`src/rtl/spfa_pkg.sv`:
```
// Shared constants and types for the shared pin function arbiter
package spfa_pkg;

  // Pad count and register bus widths
  localparam int NUM_PADS = 8;
  localparam int ADDR_W   = 4;
  localparam int DATA_W   = 8;

  // Register offsets on the plain register port
  localparam logic [ADDR_W-1:0] OFF_PORT_DATA    = 4'h0;
  localparam logic [ADDR_W-1:0] OFF_PORT_DIR     = 4'h1;
  localparam logic [ADDR_W-1:0] OFF_PULL_EN      = 4'h2;
  localparam logic [ADDR_W-1:0] OFF_EXT_INT_CTRL = 4'h3;
  localparam logic [ADDR_W-1:0] OFF_OWNER_LO     = 4'h4;
  localparam logic [ADDR_W-1:0] OFF_OWNER_HI     = 4'h5;

  // Reset values: inputs, no pulls, buffers off
  localparam logic [DATA_W-1:0] RST_PORT_DATA    = 8'h00;
  localparam logic [DATA_W-1:0] RST_PORT_DIR     = 8'h00;
  localparam logic [DATA_W-1:0] RST_PULL_EN      = 8'h00;
  localparam logic [DATA_W-1:0] RST_EXT_INT_CTRL = 8'h00;
  localparam logic [DATA_W-1:0] RST_PAD_OE_N     = 8'hff;
  localparam logic [DATA_W-1:0] RST_ZERO         = 8'h00;
  localparam logic              RST_BIT          = 1'b0;

  // External interrupt control fields
  localparam int                EXT_EN_BIT    = 0;
  localparam int                EXT_RISE_BIT  = 1;
  localparam int                EXT_PULL_BIT  = 2;
  localparam logic [DATA_W-1:0] EXT_CTRL_MASK = 8'h07;

  // Pads 0..3 are port_d_bit_seven, port_d_bit_three, port_d_bit_two, port_g_bit_four
  localparam logic [NUM_PADS-1:0] KEYPAD_PAD_MASK = 8'h0f;

  // Owner of a pad
  typedef enum logic [1:0] {
    OWN_PORT = 2'b00,
    OWN_LO   = 2'b01,
    OWN_HI   = 2'b10
  } spfa_owner_e;

endpackage

```
`src/rtl/spfa_pad_if.sv`:
```
// Carrier between the arbiter top and its owner selection logic
`timescale 1ns/10ps
interface spfa_pad_if;
  logic [spfa_pkg::NUM_PADS-1:0] port_dir;
  logic [spfa_pkg::NUM_PADS-1:0] port_out;
  logic [spfa_pkg::NUM_PADS-1:0] pull_en;
  logic [spfa_pkg::NUM_PADS-1:0] lo_en;
  logic [spfa_pkg::NUM_PADS-1:0] lo_oe;
  logic [spfa_pkg::NUM_PADS-1:0] lo_out;
  logic [spfa_pkg::NUM_PADS-1:0] hi_en;
  logic [spfa_pkg::NUM_PADS-1:0] hi_oe;
  logic [spfa_pkg::NUM_PADS-1:0] hi_out;
  logic [spfa_pkg::NUM_PADS-1:0] rise_sense;
  logic [spfa_pkg::NUM_PADS-1:0] drive;
  logic [spfa_pkg::NUM_PADS-1:0] value;
  logic [spfa_pkg::NUM_PADS-1:0] pull_up;
  logic [spfa_pkg::NUM_PADS-1:0] pull_down;
  spfa_pkg::spfa_owner_e         owner [spfa_pkg::NUM_PADS];

  modport sel (
    input  port_dir, port_out, pull_en, lo_en, lo_oe, lo_out,
    input  hi_en, hi_oe, hi_out, rise_sense,
    output drive, value, pull_up, pull_down, owner
  );

  modport top (
    output port_dir, port_out, pull_en, lo_en, lo_oe, lo_out,
    output hi_en, hi_oe, hi_out, rise_sense,
    input  drive, value, pull_up, pull_down, owner
  );
endinterface

```
`src/rtl/spfa_owner_sel.sv`:
```
// Per-pad owner selection, buffer enable, output value and pull selection
`timescale 1ns/10ps
module spfa_owner_sel (
  // Pad configuration in, pad control out
  spfa_pad_if.sel pads
);

  genvar g;

  // One identical slice per pad
  generate
    for (g = 0; g < spfa_pkg::NUM_PADS; g++) begin : g_pad
      wire keypad_rise;
      wire pull_on;

      // Higher alternate beats lower alternate, port is last
      assign pads.owner[g] = pads.hi_en[g] ? spfa_pkg::OWN_HI :
                             pads.lo_en[g] ? spfa_pkg::OWN_LO : spfa_pkg::OWN_PORT;

      // Owning peripheral drives the buffer enable over the port direction
      assign pads.drive[g] = (pads.owner[g] == spfa_pkg::OWN_HI) ? pads.hi_oe[g] :
                             (pads.owner[g] == spfa_pkg::OWN_LO) ? pads.lo_oe[g] :
                             pads.port_dir[g];
      assign pads.value[g] = (pads.owner[g] == spfa_pkg::OWN_HI) ? pads.hi_out[g] :
                             (pads.owner[g] == spfa_pkg::OWN_LO) ? pads.lo_out[g] :
                             pads.port_out[g];

      // Keypad ownership with rising sense flips the pull to a pulldown
      assign keypad_rise = spfa_pkg::KEYPAD_PAD_MASK[g] &&
                           (pads.owner[g] == spfa_pkg::OWN_LO) && pads.rise_sense[g];

      // Pull applies whenever the pad acts as an input, whoever owns it
      assign pull_on           = pads.pull_en[g] && !pads.drive[g];
      assign pads.pull_up[g]   = pull_on && !keypad_rise;
      assign pads.pull_down[g] = pull_on && keypad_rise;
    end
  endgenerate

endmodule

```
`src/rtl/spfa_top.sv`:
```
// Shared pin function arbiter: pad ownership, pulls, port reads, external interrupt pin
//
// The implementer's own choices: strobed register access and the placing of the registers.
`timescale 1ns/10ps

// Overview of operation
// - External interrupt pad feeds interrupt logic and both pin-level branch conditions.
// - With external interrupt disabled the pad gives no request, no level, no pull.
// - External interrupt enabled with rising edge sense selects pulldown instead of pullup.
// - After reset every shared pad is an input, buffer off, pulls off.
// - An owning peripheral sets pad direction through the output buffer enable.
// - Port data reads follow the direction bit, even under peripheral ownership.
// - Pull enable applies whenever the pad is an input, any owner.
// - Keypad pads owned by keypad module with rising sense get pulldown.
// - Several enabled functions on a pad: highest fixed priority wins.
module spfa_top (
  // Clock and reset
  input  wire logic                          i_core_clk,
  input  wire logic                          i_sys_rst,
  // Register port
  input  wire logic [spfa_pkg::ADDR_W-1:0]   i_reg_addr,
  input  wire logic [spfa_pkg::DATA_W-1:0]   i_reg_wdata,
  input  wire logic                          i_reg_wr,
  input  wire logic                          i_reg_rd,
  output logic      [spfa_pkg::DATA_W-1:0]   o_reg_rdata,
  // Shared pads
  input  wire logic [spfa_pkg::NUM_PADS-1:0] i_pad_in,
  output logic      [spfa_pkg::NUM_PADS-1:0] o_pad_out,
  output logic      [spfa_pkg::NUM_PADS-1:0] o_pad_oe_n,
  output logic      [spfa_pkg::NUM_PADS-1:0] o_pad_pullup,
  output logic      [spfa_pkg::NUM_PADS-1:0] o_pad_pulldown,
  // Peripherals: lower priority alternate function
  input  wire logic [spfa_pkg::NUM_PADS-1:0] i_alt_lo_en,
  input  wire logic [spfa_pkg::NUM_PADS-1:0] i_alt_lo_oe,
  input  wire logic [spfa_pkg::NUM_PADS-1:0] i_alt_lo_out,
  input  wire logic [spfa_pkg::NUM_PADS-1:0] i_keypad_rise_sense,
  // Peripherals: higher priority alternate function
  input  wire logic [spfa_pkg::NUM_PADS-1:0] i_alt_hi_en,
  input  wire logic [spfa_pkg::NUM_PADS-1:0] i_alt_hi_oe,
  input  wire logic [spfa_pkg::NUM_PADS-1:0] i_alt_hi_out,
  // Synchronised pad levels to the peripherals
  output logic      [spfa_pkg::NUM_PADS-1:0] o_pad_level,
  // External interrupt pin
  input  wire logic                          i_ext_int_pad,
  output logic                               o_ext_int_req_level,
  output logic                               o_branch_if_int_pin_high,
  output logic                               o_branch_if_int_pin_low,
  output logic                               o_ext_int_pullup,
  output logic                               o_ext_int_pulldown
);

  // Software registers
  logic [spfa_pkg::DATA_W-1:0]   port_data;
  logic [spfa_pkg::DATA_W-1:0]   port_dir;
  logic [spfa_pkg::DATA_W-1:0]   pull_en;
  logic [spfa_pkg::DATA_W-1:0]   ext_ctrl;

  // Pad input synchronisers
  logic [spfa_pkg::NUM_PADS-1:0] pad_s1;
  logic [spfa_pkg::NUM_PADS-1:0] pad_s2;
  logic                          ext_s1;
  logic                          ext_s2;

  // Decode and selection wires
  wire                           wr_data;
  wire                           wr_dir;
  wire                           wr_pull;
  wire                           wr_ext;
  wire [spfa_pkg::DATA_W-1:0]    port_read;
  wire [spfa_pkg::NUM_PADS-1:0]  owner_lo;
  wire [spfa_pkg::NUM_PADS-1:0]  owner_hi;
  wire [spfa_pkg::DATA_W-1:0]    next_rdata;
  wire                           ext_en;
  wire                           ext_rise;
  wire                           ext_pull;
  wire                           next_ext_pullup;
  wire                           next_ext_pulldown;

  // Pad control carrier
  spfa_pad_if pif ();

  // Owner selection for all pads
  spfa_owner_sel spfa_owner_sel_inst (
    .pads (pif.sel)
  );

  // Feed configuration to the owner selection
  assign pif.port_dir   = port_dir;
  assign pif.port_out   = port_data;
  assign pif.pull_en    = pull_en;
  assign pif.lo_en      = i_alt_lo_en;
  assign pif.lo_oe      = i_alt_lo_oe;
  assign pif.lo_out     = i_alt_lo_out;
  assign pif.hi_en      = i_alt_hi_en;
  assign pif.hi_oe      = i_alt_hi_oe;
  assign pif.hi_out     = i_alt_hi_out;
  assign pif.rise_sense = i_keypad_rise_sense;

  // Write decode
  assign wr_data = i_reg_wr && (i_reg_addr == spfa_pkg::OFF_PORT_DATA);
  assign wr_dir  = i_reg_wr && (i_reg_addr == spfa_pkg::OFF_PORT_DIR);
  assign wr_pull = i_reg_wr && (i_reg_addr == spfa_pkg::OFF_PULL_EN);
  assign wr_ext  = i_reg_wr && (i_reg_addr == spfa_pkg::OFF_EXT_INT_CTRL);

  // Port read: output latch where direction is out, pad level where in
  assign port_read = (port_dir & port_data) | (~port_dir & pad_s2);

  // Owner status bits per pad
  genvar g;
  generate
    for (g = 0; g < spfa_pkg::NUM_PADS; g++) begin : g_owner
      assign owner_lo[g] = (pif.owner[g] == spfa_pkg::OWN_LO);
      assign owner_hi[g] = (pif.owner[g] == spfa_pkg::OWN_HI);
    end
  endgenerate

  // Read select; unmapped offsets read as zero
  assign next_rdata =
    (i_reg_addr == spfa_pkg::OFF_PORT_DATA)    ? port_read :
    (i_reg_addr == spfa_pkg::OFF_PORT_DIR)     ? port_dir  :
    (i_reg_addr == spfa_pkg::OFF_PULL_EN)      ? pull_en   :
    (i_reg_addr == spfa_pkg::OFF_EXT_INT_CTRL) ? ext_ctrl  :
    (i_reg_addr == spfa_pkg::OFF_OWNER_LO)     ? owner_lo  :
    (i_reg_addr == spfa_pkg::OFF_OWNER_HI)     ? owner_hi  : spfa_pkg::RST_ZERO;

  // External interrupt control fields
  assign ext_en   = ext_ctrl[spfa_pkg::EXT_EN_BIT];
  assign ext_rise = ext_ctrl[spfa_pkg::EXT_RISE_BIT];
  assign ext_pull = ext_ctrl[spfa_pkg::EXT_PULL_BIT];

  // Rising sense swaps the pin pull to a pulldown; disabled pin has no pull
  assign next_ext_pullup   = ext_en && ext_pull && !ext_rise;
  assign next_ext_pulldown = ext_en && ext_pull && ext_rise;

  // Software registers; reset leaves every pad an unpulled input
  always_ff @(posedge i_core_clk) begin
    if (i_sys_rst) begin
      port_data <= spfa_pkg::RST_PORT_DATA;
      port_dir  <= spfa_pkg::RST_PORT_DIR;
      pull_en   <= spfa_pkg::RST_PULL_EN;
      ext_ctrl  <= spfa_pkg::RST_EXT_INT_CTRL;
    end else begin
      if (wr_data) port_data <= i_reg_wdata;
      if (wr_dir)  port_dir  <= i_reg_wdata;
      if (wr_pull) pull_en   <= i_reg_wdata;
      if (wr_ext)  ext_ctrl  <= i_reg_wdata & spfa_pkg::EXT_CTRL_MASK;
    end
  end

  // Two-stage synchronisers on all pad inputs
  always_ff @(posedge i_core_clk) begin
    if (i_sys_rst) begin
      pad_s1 <= spfa_pkg::RST_ZERO;
      pad_s2 <= spfa_pkg::RST_ZERO;
      ext_s1 <= spfa_pkg::RST_BIT;
      ext_s2 <= spfa_pkg::RST_BIT;
    end else begin
      pad_s1 <= i_pad_in;
      pad_s2 <= pad_s1;
      ext_s1 <= i_ext_int_pad;
      ext_s2 <= ext_s1;
    end
  end

  // Read data stands one cycle after the read strobe
  always_ff @(posedge i_core_clk) begin
    if (i_sys_rst) begin
      o_reg_rdata <= spfa_pkg::RST_ZERO;
    end else begin
      o_reg_rdata <= i_reg_rd ? next_rdata : spfa_pkg::RST_ZERO;
    end
  end

  // Registered pad controls; enable is active low
  always_ff @(posedge i_core_clk) begin
    if (i_sys_rst) begin
      o_pad_oe_n     <= spfa_pkg::RST_PAD_OE_N;
      o_pad_out      <= spfa_pkg::RST_ZERO;
      o_pad_pullup   <= spfa_pkg::RST_ZERO;
      o_pad_pulldown <= spfa_pkg::RST_ZERO;
      o_pad_level    <= spfa_pkg::RST_ZERO;
    end else begin
      o_pad_oe_n     <= ~pif.drive;
      o_pad_out      <= pif.value;
      o_pad_pullup   <= pif.pull_up;
      o_pad_pulldown <= pif.pull_down;
      o_pad_level    <= pad_s2;
    end
  end

  // Pin level to interrupt logic and branch conditions, all gated by enable
  always_ff @(posedge i_core_clk) begin
    if (i_sys_rst) begin
      o_ext_int_req_level      <= spfa_pkg::RST_BIT;
      o_branch_if_int_pin_high <= spfa_pkg::RST_BIT;
      o_branch_if_int_pin_low  <= spfa_pkg::RST_BIT;
      o_ext_int_pullup         <= spfa_pkg::RST_BIT;
      o_ext_int_pulldown       <= spfa_pkg::RST_BIT;
    end else begin
      o_ext_int_req_level      <= ext_en && ext_s2;
      o_branch_if_int_pin_high <= ext_en && ext_s2;
      o_branch_if_int_pin_low  <= ext_en && !ext_s2;
      o_ext_int_pullup         <= next_ext_pullup;
      o_ext_int_pulldown       <= next_ext_pulldown;
    end
  end

  // Reset leaves buffers off and pulls off
  property p_reset_state;
    @(posedge i_core_clk)
    $past(i_sys_rst) |->
      (o_pad_oe_n == spfa_pkg::RST_PAD_OE_N) && (o_pad_pullup == spfa_pkg::RST_ZERO) &&
      (o_pad_pulldown == spfa_pkg::RST_ZERO);
  endproperty
  a_reset_state: assert property (p_reset_state)
    else $error("pads not released to unpulled inputs at reset");

  // Reset leaves the interrupt pin silent and unpulled
  property p_reset_ext;
    @(posedge i_core_clk)
    $past(i_sys_rst) |->
      !o_ext_int_req_level && !o_ext_int_pullup && !o_ext_int_pulldown &&
      !o_branch_if_int_pin_high && !o_branch_if_int_pin_low;
  endproperty
  a_reset_ext: assert property (p_reset_ext)
    else $error("interrupt pin active straight after reset");

  // Branch conditions follow the pad three cycles later while enabled
  property p_branch_route;
    @(posedge i_core_clk) disable iff (i_sys_rst)
    ($past(ext_en) && !$past(i_sys_rst, 3)) |->
      (o_branch_if_int_pin_high == $past(i_ext_int_pad, 3)) &&
      (o_branch_if_int_pin_low == !$past(i_ext_int_pad, 3)) &&
      (o_ext_int_req_level == o_branch_if_int_pin_high);
  endproperty
  a_branch_route: assert property (p_branch_route)
    else $error("interrupt pin level not routed to branch conditions");

  // Disabled pin is silent
  property p_ext_disabled;
    @(posedge i_core_clk) disable iff (i_sys_rst)
    !ext_en |=> !o_ext_int_req_level && !o_branch_if_int_pin_high &&
                !o_branch_if_int_pin_low && !o_ext_int_pullup && !o_ext_int_pulldown;
  endproperty
  a_ext_disabled: assert property (p_ext_disabled)
    else $error("disabled interrupt pin still active");

  // Rising sense uses the pulldown
  property p_ext_rise_pull;
    @(posedge i_core_clk) disable iff (i_sys_rst)
    (ext_en && ext_pull) |=> (o_ext_int_pulldown == $past(ext_rise)) &&
                             (o_ext_int_pullup == !$past(ext_rise));
  endproperty
  a_ext_rise_pull: assert property (p_ext_rise_pull)
    else $error("interrupt pin pull direction wrong for edge sense");

  // Port read value under any ownership
  property p_port_read;
    @(posedge i_core_clk) disable iff (i_sys_rst)
    (i_reg_rd && (i_reg_addr == spfa_pkg::OFF_PORT_DATA)) |=>
      o_reg_rdata == (($past(port_dir) & $past(port_data)) |
                      (~$past(port_dir) & $past(pad_s2)));
  endproperty
  a_port_read: assert property (p_port_read)
    else $error("port data read ignores direction bits");

  // Per-pad ownership, direction and pull checks
  generate
    for (g = 0; g < spfa_pkg::NUM_PADS; g++) begin : g_chk
      property p_hi_owner;
        @(posedge i_core_clk) disable iff (i_sys_rst)
        i_alt_hi_en[g] |=> (o_pad_oe_n[g] == !$past(i_alt_hi_oe[g])) &&
                           (o_pad_out[g] == $past(i_alt_hi_out[g]));
      endproperty
      a_hi_owner: assert property (p_hi_owner)
        else $error("higher priority function lost the pad");

      property p_lo_owner;
        @(posedge i_core_clk) disable iff (i_sys_rst)
        (i_alt_lo_en[g] && !i_alt_hi_en[g]) |=> o_pad_oe_n[g] == !$past(i_alt_lo_oe[g]);
      endproperty
      a_lo_owner: assert property (p_lo_owner)
        else $error("owning peripheral does not set pad direction");

      property p_port_owner;
        @(posedge i_core_clk) disable iff (i_sys_rst)
        (!i_alt_lo_en[g] && !i_alt_hi_en[g]) |=>
          (o_pad_oe_n[g] == !$past(port_dir[g])) && (o_pad_out[g] == $past(port_data[g]));
      endproperty
      a_port_owner: assert property (p_port_owner)
        else $error("port control not used on a free pad");

      property p_input_pull;
        @(posedge i_core_clk) disable iff (i_sys_rst)
        o_pad_oe_n[g] |-> ((o_pad_pullup[g] || o_pad_pulldown[g]) == $past(pull_en[g]));
      endproperty
      a_input_pull: assert property (p_input_pull)
        else $error("pull enable not applied to input pad");

      property p_keypad_pull;
        @(posedge i_core_clk) disable iff (i_sys_rst)
        (spfa_pkg::KEYPAD_PAD_MASK[g] && i_alt_lo_en[g] && !i_alt_hi_en[g] &&
         !i_alt_lo_oe[g] && pull_en[g] && i_keypad_rise_sense[g]) |=>
          o_pad_pulldown[g] && !o_pad_pullup[g];
      endproperty
      a_keypad_pull: assert property (p_keypad_pull)
        else $error("keypad rising sense did not select pulldown");

      // Never both pulls at once, and pulldowns only on keypad pads
      property p_pull_exclusive;
        @(posedge i_core_clk) disable iff (i_sys_rst)
        !(o_pad_pullup[g] && o_pad_pulldown[g]) &&
        (spfa_pkg::KEYPAD_PAD_MASK[g] || !o_pad_pulldown[g]);
      endproperty
      a_pull_exclusive: assert property (p_pull_exclusive)
        else $error("pad pull selection conflicting or on a non-keypad pad");
    end
  endgenerate

endmodule

```
`config.mk`:
```
export PLATFORM = sky130hd
export DESIGN_NAME = spfa_top
export DESIGN_NICKNAME = d
export VERILOG_FILES = /design/src/rtl/spfa_pkg.sv /design/src/rtl/spfa_pad_if.sv /design/src/rtl/spfa_owner_sel.sv /design/src/rtl/spfa_top.sv
export SDC_FILE = /design/constraint.sdc
export NUM_CORES = 1
export LEC_CHECK = 0
export ABC_CLOCK_PERIOD_IN_PS = 1700
export BUFFER_PORTS_ARGS = -buffer_cell sky130_fd_sc_hd__buf_4
export CAP_MARGIN = 20
export CORE_MARGIN = 2
export CORE_UTILIZATION = 49
export DETAILED_ROUTE_END_ITERATION = 7
export PLACE_DENSITY = 0.75
export REMOVE_ABC_BUFFERS = 1
export SYNTH_ARGS = -nofsm -noshare
export SYNTH_HDL_FRONTEND = slang
export SYNTH_SLANG_ARGS = --single-unit
```
`constraint.sdc`:
```
create_clock -name i_core_clk -period 1.7 [get_ports i_core_clk]
set_clock_uncertainty 0.15 [all_clocks]
set_input_delay 0.17 -clock i_core_clk [delete_from_list [all_inputs] [get_ports i_core_clk]]
set_output_delay 0.17 -clock i_core_clk [all_outputs]
set_load 0.01 [all_outputs]
```
==> flow_summary_export.csv, run 1 <==
group,metric,value,unit
outcome,outcome,"finished, final reports clean",
critical_path,end_kind,"flip-flop",
placed_design,place_congestion,0.8284,
clock_tree,clk_pin_slew,0.09,ns
min_path,hold_path_class,"in -> reg",
placed_design,numPortBuffers,125,
logic_synthesis,synth_most_common_cell,"dfxtp_1",
clock_tree,htreeDepth,3,
min_path,hold_start,"i_alt_lo_en[0]",
final_layout,final_area,5515,sq um
clock_tree,numClockSinks,93,
logic_synthesis,yosys-top-cells-count,"dfxtp_1 (93), nor2_1 (57), mux2i_1 (54), nor2b_1 (32), a21oi_1 (23)",
floorplanning,die_y,90.63,um
pwr,p_sw,0.9852,mW
route,ant_nets,0,
logic_synthesis,synth_edf_count,0,
placed_design,dpl.hpwl,6161,um
pwr,power.total,4.444,mW
logic_synthesis,synth-async-reset-ratio,0,%
floorplanning,core-area,7253,sq um
pwr,p_sw_share,22.17,%
final_layout,final_cells,654,
route,wl_met1,4085,um
final_layout,final_nets,632,
global_routing,grt_overflow,0,
global_routing,grt_max_degree,34,
route,drt_wl_total,9419,um
route,wl_per_cell,14.40,um
pwr,pwr-share-comb,13.8,%
clock_tree,cts_inserted_buffers,9,
clock_tree,cts_tree,"built",
logic_synthesis,synth_area_leaders,"dfxtp_1 (51%), mux2i_1 (15%), nor2_1 (5.8%)",
final_layout,finish.utilization,76.04,%
route,drc,0,
route,dr.pass1.iters,4,
sta,finalHoldViolCount,0,
min_path,holdPathStages,3,
pwr,internal_power,3.459,mW
logic_synthesis,yosysSeqAreaShare,50.63,%
route,highest_layer,"met4",
final_layout,final_layout_size_suffix_gt1_share,30.81,%
critical_path,path_class,"in -> reg",
pwr,powerDensity,805.8,nW/um^2
placed_design,dpl_cell_area,4751,sq um
global_routing,globalRouteTotalUtil,23.09,%
critical_path,critPathLaunch,"i_alt_hi_out[6]",
route,detail_route.vias_per_cell,4.977,
sta,hold_slack,0.03092,ns
route,routed-wl-met2,4724,um
critical_path,worstPathRequired,1.79,ns
final_layout,area_growth,49.98,%
clock_tree,cts_resized,0,
pwr,p_seq_share,50.8,%
placed_design,dp_slack,0.1528,ns
floorplanning,dieArea,8214,sq um
floorplanning,row_count,31,
logic_synthesis,mappedNetlistArea,3677,sq um
floorplanning,start_util,50.70,%
clock_tree,cts_setup_buffers,0,
route,drtIter0Drc,73,
final_layout,diodes,0,
critical_path,path_max_fanout,1,
pwr,power_frac_clock,35.3,%
clock_tree,clk_latency,0.35,ns
floorplanning,die_w,90.63,um
sta,fmax,645.1,MHz
logic_synthesis,synth_ff_type,"dfxtp_1",
critical_path,r2r_start,"pif.port_out[6]",
logic_synthesis,synth_top_area_share,50.63,%
floorplanning,ios,134,
logic_synthesis,avgSynthCellArea,10.13,sq um
sta,slew_viol_final,0,
clock_tree,root_buffer,"clkbuf_8",
global_routing,first_global_vias,3254,
logic_synthesis,ys_ff_latch,93,
pwr,peakVddDrop,0.0004690,V
sta,post-route-min-period,1.550,ns
critical_path,critPathArrivalTime,1.64,ns
placed_design,dp.cells,584,
pwr,p_leak,2.497,nW
sta,setup_violations,0,
critical_path,start_kind,"primary input",
sta,rsz0062_at_grt,"false",
flow_run,drv_cap,0,
sta,setup_tns,0,ns
clock_tree,cts_max_path_buffers,2,
route,vias,3255,
logic_synthesis,yosysWarnings,0,
critical_path,reg2regPathDepth,5,
route,wl_met3,449,um
sta,layout_worst_path_cycle_share,91.18,%
global_routing,antenna_found_initial,0,
sta,setup_slack,0.1500,ns
logic_synthesis,syn_inst,363,
global_routing,grt_pass1_wl,15400,um
logic_synthesis,synth_top_area_cell,"dfxtp_1",
logic_synthesis,synth_cell_types,37,
[kinds of logic after synthesis]
family | Yosys count | share of synthesized area, %
other cells | 1 | 0.1020
buf+inv | 24 | 3.708
flops | 93 | 50.63
compound gates | 52 | 9.391
simple gates | 135 | 20.25
mux | 58 | 15.92
[metal layers]
layer  vias to the layer above  global-route usage (%)
met4                         0                   7.821
met1                      1523                   28.19
li1                       1612                       -
met3                        14                   5.008
met5                         -                       0
met2                       106                   40.17
[worst paths after layout]
| kind | end | slack [ns] |
|---|---|---|
| worst max-delay path | o_pad_out[6] | 0.15 |
| worst min-delay path | o_pad_pullup[0] | 0.03 |
| worst max register to register | o_pad_out[6] | 0.15 |
| worst min register to register | o_branch_if_int_pin_low | 0.26 |
[power by group through the flow]
stage	Combinational (mW)	Clock, mW	Sequential, mW
after floorplan	0.172	0	2.32
after global placement	0.491	0	2.31
after detailed placement	0.499	0	2.31
after CTS	0.605	1.60	2.26
after global routing	0.664	1.71	2.27
final	0.614	1.57	2.26
[area by class of cell]
| type | instances | area, sq um |
|---|---|---|
| Fill cell | 519 | 1738 |
| Clock inverter | 4 | 72.57 |
| Sequential cell | 93 | 1862 |
| Multi-Input combinational cell | 249 | 1690 |
| Inverter | 3 | 11.26 |
| Timing Repair Buffer | 195 | 1614 |
| Clock buffer | 11 | 141.4 |
| Tap cell | 99 | 123.9 |
[worst max-delay path, cell delays in order]
cell and delay [ns]:
dlygate4sd3_1 0.54, buf_4 0.14, a21oi_1 0.17, dlygate4sd3_1 0.58, nor2_1 0.04
[timing repair]
action	4_1_cts	5_1_grt
setup endpoints to repair	0	0
hold buffers	55	0
hold endpoints to repair	57	0
[layout by cell type (no fill, tap or decap), types with 8 or more instances in the layout]
cell           synthesis  routed
a21oi_1               23      23
buf_4                  7     139
clkbuf_8               0      10
dfxtp_1               93      93
dlygate4sd3_1          0      55
mux2i_1               54      54
nand3b_1               8       8
nor2_1                57      57
nor2b_1               32      32
nor3b_1                8       8
o22a_1                 8       8
or2_2                  8       8
(Power assumes the default switching activity.)
==> run 2, diff against run 1 <==
CORE_UTILIZATION = 52   (was 49)
CTS_BUF_LIST = sky130_fd_sc_hd__clkbuf_8   (was unset)
CTS_CLUSTER_SIZE = 28   (was unset)
PLACE_DENSITY = 0.78   (was 0.75)
SYNTH_HIERARCHICAL = 1   (was unset)
==> flow_summary_export.csv, run 2 <==
group,metric,value,unit
clock_tree,htreeDepth,3,
logic_synthesis,synth-async-reset-ratio,0,%
floorplanning,die_w,92.35,um
logic_synthesis,avgSynthCellArea,9.641,sq um
sta,slew_viol_final,0,
clock_tree,cts_max_path_buffers,2,
final_layout,final_area,5782,sq um
route,drtIter0Drc,81,
route,highest_layer,"met4",
critical_path,start_kind,"flip-flop",
outcome,outcome,"complete, but fails checks",
placed_design,place_congestion,0.8148,
route,drc,0,
clock_tree,numClockSinks,97,
sta,post-route-min-period,1.592,ns
clock_tree,clk_latency,0.35,ns
pwr,internal_power,3.434,mW
global_routing,grt_max_degree,35,
final_layout,final_layout_size_suffix_gt1_share,28.88,%
critical_path,path_max_fanout,4,
global_routing,first_global_vias,3468,
route,vias,3529,
route,wl_per_cell,14.30,um
min_path,hold_path_class,"in -> reg",
route,wl_met1,4227,um
pwr,p_sw_share,22.98,%
logic_synthesis,synth_top_area_cell,"dfxtp_1",
clock_tree,clk_pin_slew,0.09,ns
critical_path,end_kind,"flip-flop",
logic_synthesis,synth_top_area_share,47.84,%
pwr,p_sw,1.025,mW
critical_path,critPathArrivalTime,1.69,ns
critical_path,max_stage_delay,0.58,ns
final_layout,layout_common_cells,"buf_4 (152), dfxtp_1 (97), nor2b_1 (65)",
sta,finalHoldViolCount,1,
logic_synthesis,ys_ff_latch,97,
pwr,powerDensity,771.2,nW/um^2
final_layout,final_nets,676,
logic_synthesis,syn_inst,421,
final_layout,area_growth,42.45,%
sta,hold_slack,-0.008991,ns
logic_synthesis,synth_cell_types,34,
route,drt_wl_total,10020,um
sta,setup_tns,0,ns
final_layout,final_common_cell,"buf_4",
pwr,power_frac_clock,33.6,%
route,routed-wl-met2,5031,um
sta,layout_worst_path_cycle_share,93.65,%
logic_synthesis,yosysSeqAreaShare,47.84,%
pwr,pwr-share-comb,13.5,%
critical_path,path_cells,"mux2i_1, o21ai_0, dlygate4sd3_1, nand2b_1",
floorplanning,start_util,53.08,%
global_routing,antenna_found_initial,0,
critical_path,path_class,"reg -> reg",
global_routing,grt_overflow,0,
pwr,p_seq_share,52.9,%
clock_tree,cts_setup_buffers,0,
final_layout,diodes,0,
global_routing,globalRouteTotalUtil,23.93,%
global_routing,grt_pass1_wl,16200,um
floorplanning,ios,134,
floorplanning,core-area,7647,sq um
clock_tree,cts_inserted_buffers,9,
logic_synthesis,synth_area_leaders,"dfxtp_1 (48%), mux2i_1 (13%), nor2b_1 (10%)",
clock_tree,cts_tree,"built",
logic_synthesis,yosysWarnings,6,
logic_synthesis,synth_most_common_cell,"dfxtp_1",
critical_path,worstPathRequired,1.80,ns
placed_design,dpl.hpwl,6811,um
clock_tree,root_buffer,"clkbuf_8",
flow_run,drv_cap,0,
logic_synthesis,synth_ff_type,"dfxtp_1",
route,wl_met3,598,um
floorplanning,dieArea,8529,sq um
logic_synthesis,synth_edf_count,0,
route,detail_route.vias_per_cell,5.034,
logic_synthesis,yosys-top-cells-count,"dfxtp_1 (97), nor2b_1 (65), mux2i_1 (51), nor2_1 (34), o21ai_0 (32)",
floorplanning,row_count,32,
logic_synthesis,mappedNetlistArea,4059,sq um
pwr,peakVddDrop,0.0006188,V
placed_design,dpl_cell_area,5137,sq um
placed_design,numPortBuffers,129,
route,dr.pass1.iters,5,
route,ant_nets,0,
outcome,failed_checks,"negative hold slack",
critical_path,r2r_slack,0.11,ns
critical_path,crit_slowest_cell,"dlygate4sd3_1",
sta,rsz0062_at_grt,"false",
pwr,p_leak,2.583,nW
sta,setup_violations,0,
floorplanning,die_y,92.35,um
sta,fmax,628.1,MHz
[run 2: cell types whose count changed in the layout (fill, tap and decap cells not counted), moves of 5 or more]
cell / change
nand2_1: +20
inv_1: +5
nor2b_1: +33
a21oi_1: -15
o22a_1: -8
nor2_1: -23
a221oi_1: +7
or2_2: -8
buf_4: +13
o211a_1: +8
o21ai_0: +27
dlygate4sd3_1: -11
[run 2: cells by family after synthesis]
| logic type | after synthesis | synth area share, % |
|---|---|---|
| simple gates | 165 | 23.37 |
| compound gates | 63 | 10.27 |
| flops | 97 | 47.84 |
| mux | 51 | 12.58 |
| other cells | 1 | 0.09239 |
| buf+inv | 44 | 5.857 |
[run 2: power by group through the flow]
stage          clock network (mW)  logic [mW]  registers [mW]
2_1_floorplan                   0       0.155            2.43
3_3_place_gp                    0       0.500            2.41
5_1_grt                      1.62       0.655            2.37
3_5_place_dp                    0       0.512            2.41
6_report                     1.50       0.602            2.36
4_1_cts                      1.52       0.596            2.36
[run 2: worst max-delay path: cells and delay by family, from the launching register on]
kind	cells	cell delay, ns
muxes	1	0.12
DFF	1	0.40
buffers and inverters	1	0.58
AOI/OAI and AO/OA	1	0.19
and+or+nand+nor	1	0.05
[run 2: cell type report]
class	count	area [sq um]
Multi-Input combinational cell	283	1897
Timing Repair Buffer	196	1582
Clock buffer	11	151.4
Sequential cell	97	1942
Tap cell	102	127.6
Fill cell	531	1866
Inverter	8	30.03
Clock inverter	4	52.55
[run 2: metrics by stage]
stage               util, %  cells  total power [mW]  hold WS, ns  setup slack, ns
detailed placement    67.18    642             2.924       0.2366          -0.1986
finish                75.61    701             4.459    -0.008991           0.1079
global placement      67.18    642             2.911       0.2286          -0.1457
floorplan                 -    388             2.581      0.09161          0.04210
global route          75.61    701             4.644      0.02603          0.03887
CTS                   75.61    701             4.481     0.002325           0.1715
[run 2: path summary, 6_finish.rpt]
kind                                      start                 endpoint  cells past startpoint
worst min-delay path            i_alt_hi_out[1]             o_pad_out[1]                      4
worst max-delay path            pif.port_dir[4]            o_pad_oe_n[4]                      4
worst max register to register  pif.port_dir[4]            o_pad_oe_n[4]                      4
worst min register to register           ext_s2  o_branch_if_int_pin_low                      1
[run 2: routing by layer]
| metal | vias up | global-route usage, % |
|---|---|---|
| li1 | 1757 | - |
| met1 | 1652 | 28.25 |
| met2 | 104 | 42.46 |
| met3 | 16 | 6.347 |
| met4 | 0 | 7.214 |
| met5 | - | 0 |
[run 2: what timing repair did]
| item | CTS | global route |
|---|---|---|
| endpoints found under the hold margin | 58 | 0 |
| hold buffers | 44 | 0 |
| resized for setup | 0 | 0 |
| setup endpoints to repair | 0 | 0 |
==> run 3, diff against run 2 <==
CORE_UTILIZATION = 40   (was 52)
PLACE_DENSITY = 0.62   (was 0.78)
==> flow_summary_export.csv, run 3 (synthesis gave the netlist of run 2 again) <==
group,metric,value,unit
critical_path,cpMostUsedCell,"dlygate4sd3_1",
pwr,power_frac_clock,33.5,%
route,ant_nets,0,
sta,hold_slack,0.01776,ns
global_routing,grt_pass1_wl,16330,um
global_routing,antenna_found_initial,0,
final_layout,finish.utilization,59.47,%
min_path,hold_path_class,"in -> reg",
pwr,peakVddDrop,0.0003774,V
critical_path,end_kind,"flip-flop",
final_layout,final_nets,676,
sta,rsz0062_at_grt,"false",
global_routing,grt_overflow,0,
clock_tree,htreeDepth,3,
critical_path,r2r_slack,0.18,ns
final_layout,final_area,5839,sq um
clock_tree,cts_setup_buffers,0,
sta,finalHoldViolCount,0,
global_routing,first_global_vias,3425,
pwr,internal_power,3.367,mW
sta,setup_slack,0.1594,ns
pwr,p_sw,1.087,mW
final_layout,final_layout_size_suffix_gt1_share,28.67,%
floorplanning,die_w,104.7,um
clock_tree,clk_pin_slew,0.09,ns
floorplanning,die_y,104.7,um
floorplanning,row_count,36,
route,vias,3423,
clock_tree,cts_inserted_buffers,9,
pwr,p_sw_share,24.40,%
final_layout,layout_common_cells,"buf_4 (149), dfxtp_1 (97), nor2b_1 (65)",
sta,setup_tns,0,ns
critical_path,path_cells,"dlygate4sd3_1, buf_4, nand2_1, dlygate4sd3_1, o21ai_0, nand2b_1",
final_layout,area_growth,43.87,%
route,detail_route.vias_per_cell,4.670,
route,wl_per_cell,13.61,um
pwr,p_leak,2.597,nW
sta,layout_worst_path_cycle_share,90.62,%
route,drtIter0Drc,84,
outcome,outcome,"finished, final reports clean",
critical_path,critPathArrivalTime,1.64,ns
critical_path,path_max_fanout,10,
route,drc,0,
pwr,powerDensity,762.7,nW/um^2
route,drt_wl_total,9975,um
flow_run,drv_cap,0,
critical_path,start_kind,"primary input",
clock_tree,root_buffer,"clkbuf_8",
sta,slew_viol_final,0,
critical_path,critPathBufInv,3,
global_routing,globalRouteTotalUtil,18.39,%
critical_path,path_class,"in -> reg",
critical_path,max_stage_delay,0.56,ns
sta,setup_violations,0,
sta,fmax,649.1,MHz
critical_path,cp_top_family,"buffers and inverters",
placed_design,dpl.hpwl,7068,um
clock_tree,cts_tree,"built",
floorplanning,core-area,9819,sq um
placed_design,numPortBuffers,129,
floorplanning,dieArea,10970,sq um
placed_design,dp_slack,-0.1705,ns
placed_design,dpl_cell_area,5194,sq um
clock_tree,cts_max_path_buffers,2,
floorplanning,start_util,41.34,%
final_layout,diodes,0,
floorplanning,ios,134,
clock_tree,numClockSinks,97,
sta,post-route-min-period,1.541,ns
global_routing,grt_max_degree,39,
critical_path,worstPathRequired,1.80,ns
final_layout,final_common_cell,"buf_4",
critical_path,crit_slowest_cell,"dlygate4sd3_1",
clock_tree,clk_latency,0.35,ns
pwr,p_seq_share,53.0,%
pwr,pwr-share-comb,13.6,%
route,dr.pass1.iters,4,
placed_design,place_congestion,0.7788,
-- run 3: per-layer routing --
metal	GRT usage [%]	vias up	share of wire, %	wire (um)
li1	-	1751	-	-
met4	4.476	0	0.77	77
met2	29.50	105	46	4572
met3	4.741	6	5.7	564
met5	0	-	0	0
met1	24.75	1561	48	4762
-- run 3: worst min-delay path, stage by stage --
cell     delay, ns
buf_4         0.07
nand2_1       0.04
o21ai_0       0.07
nor2b_1       0.13
-- run 3: per-stage QoR --
| stage | total power, mW | instances |
|---|---|---|
| 2_1_floorplan | 2.581 | 388 |
| 3_3_place_gp | 2.922 | 672 |
| 3_5_place_dp | 2.931 | 672 |
| 4_1_cts | 4.501 | 733 |
| 5_1_grt | 4.658 | 733 |
| 6_report | 4.454 | 733 |
-- run 3: worst paths after layout --
kind | start | end | cells after the start
setup / recovery | i_alt_hi_en[3] | o_pad_oe_n[3] | 6
hold / removal | i_alt_hi_out[4] | o_pad_out[4] | 4
setup reg to reg | pif.port_dir[5] | o_pad_oe_n[5] | 4
hold reg to reg | ext_s2 | o_branch_if_int_pin_low | 1
-- run 3: repair_timing --
action | 4_1_cts | 5_1_grt
endpoints found under the setup margin | 0 | 0
resized for setup | 0 | 0
hold buffers | 45 | 0
endpoints found under the hold margin | 60 | 0
-- run 3: layout make-up --
| cell class | count | area [sq um] |
|---|---|---|
| multi-input combinational | 283 | 1897 |
| sequential | 97 | 1942 |
| clock buffer | 9 | 123.9 |
| clock inverter | 7 | 71.32 |
| tap | 133 | 166.4 |
| inverter | 8 | 30.03 |
| timing repair buffer | 196 | 1609 |
| fill | 870 | 3980 |
-- run 3: power by group through the flow --
stage	clock [mW]	combinational, mW	sequential, mW
6_report	1.49	0.604	2.36
5_1_grt	1.63	0.659	2.37
4_1_cts	1.54	0.605	2.36
3_5_place_dp	0	0.518	2.41
3_3_place_gp	0	0.510	2.41
2_1_floorplan	0	0.155	2.43
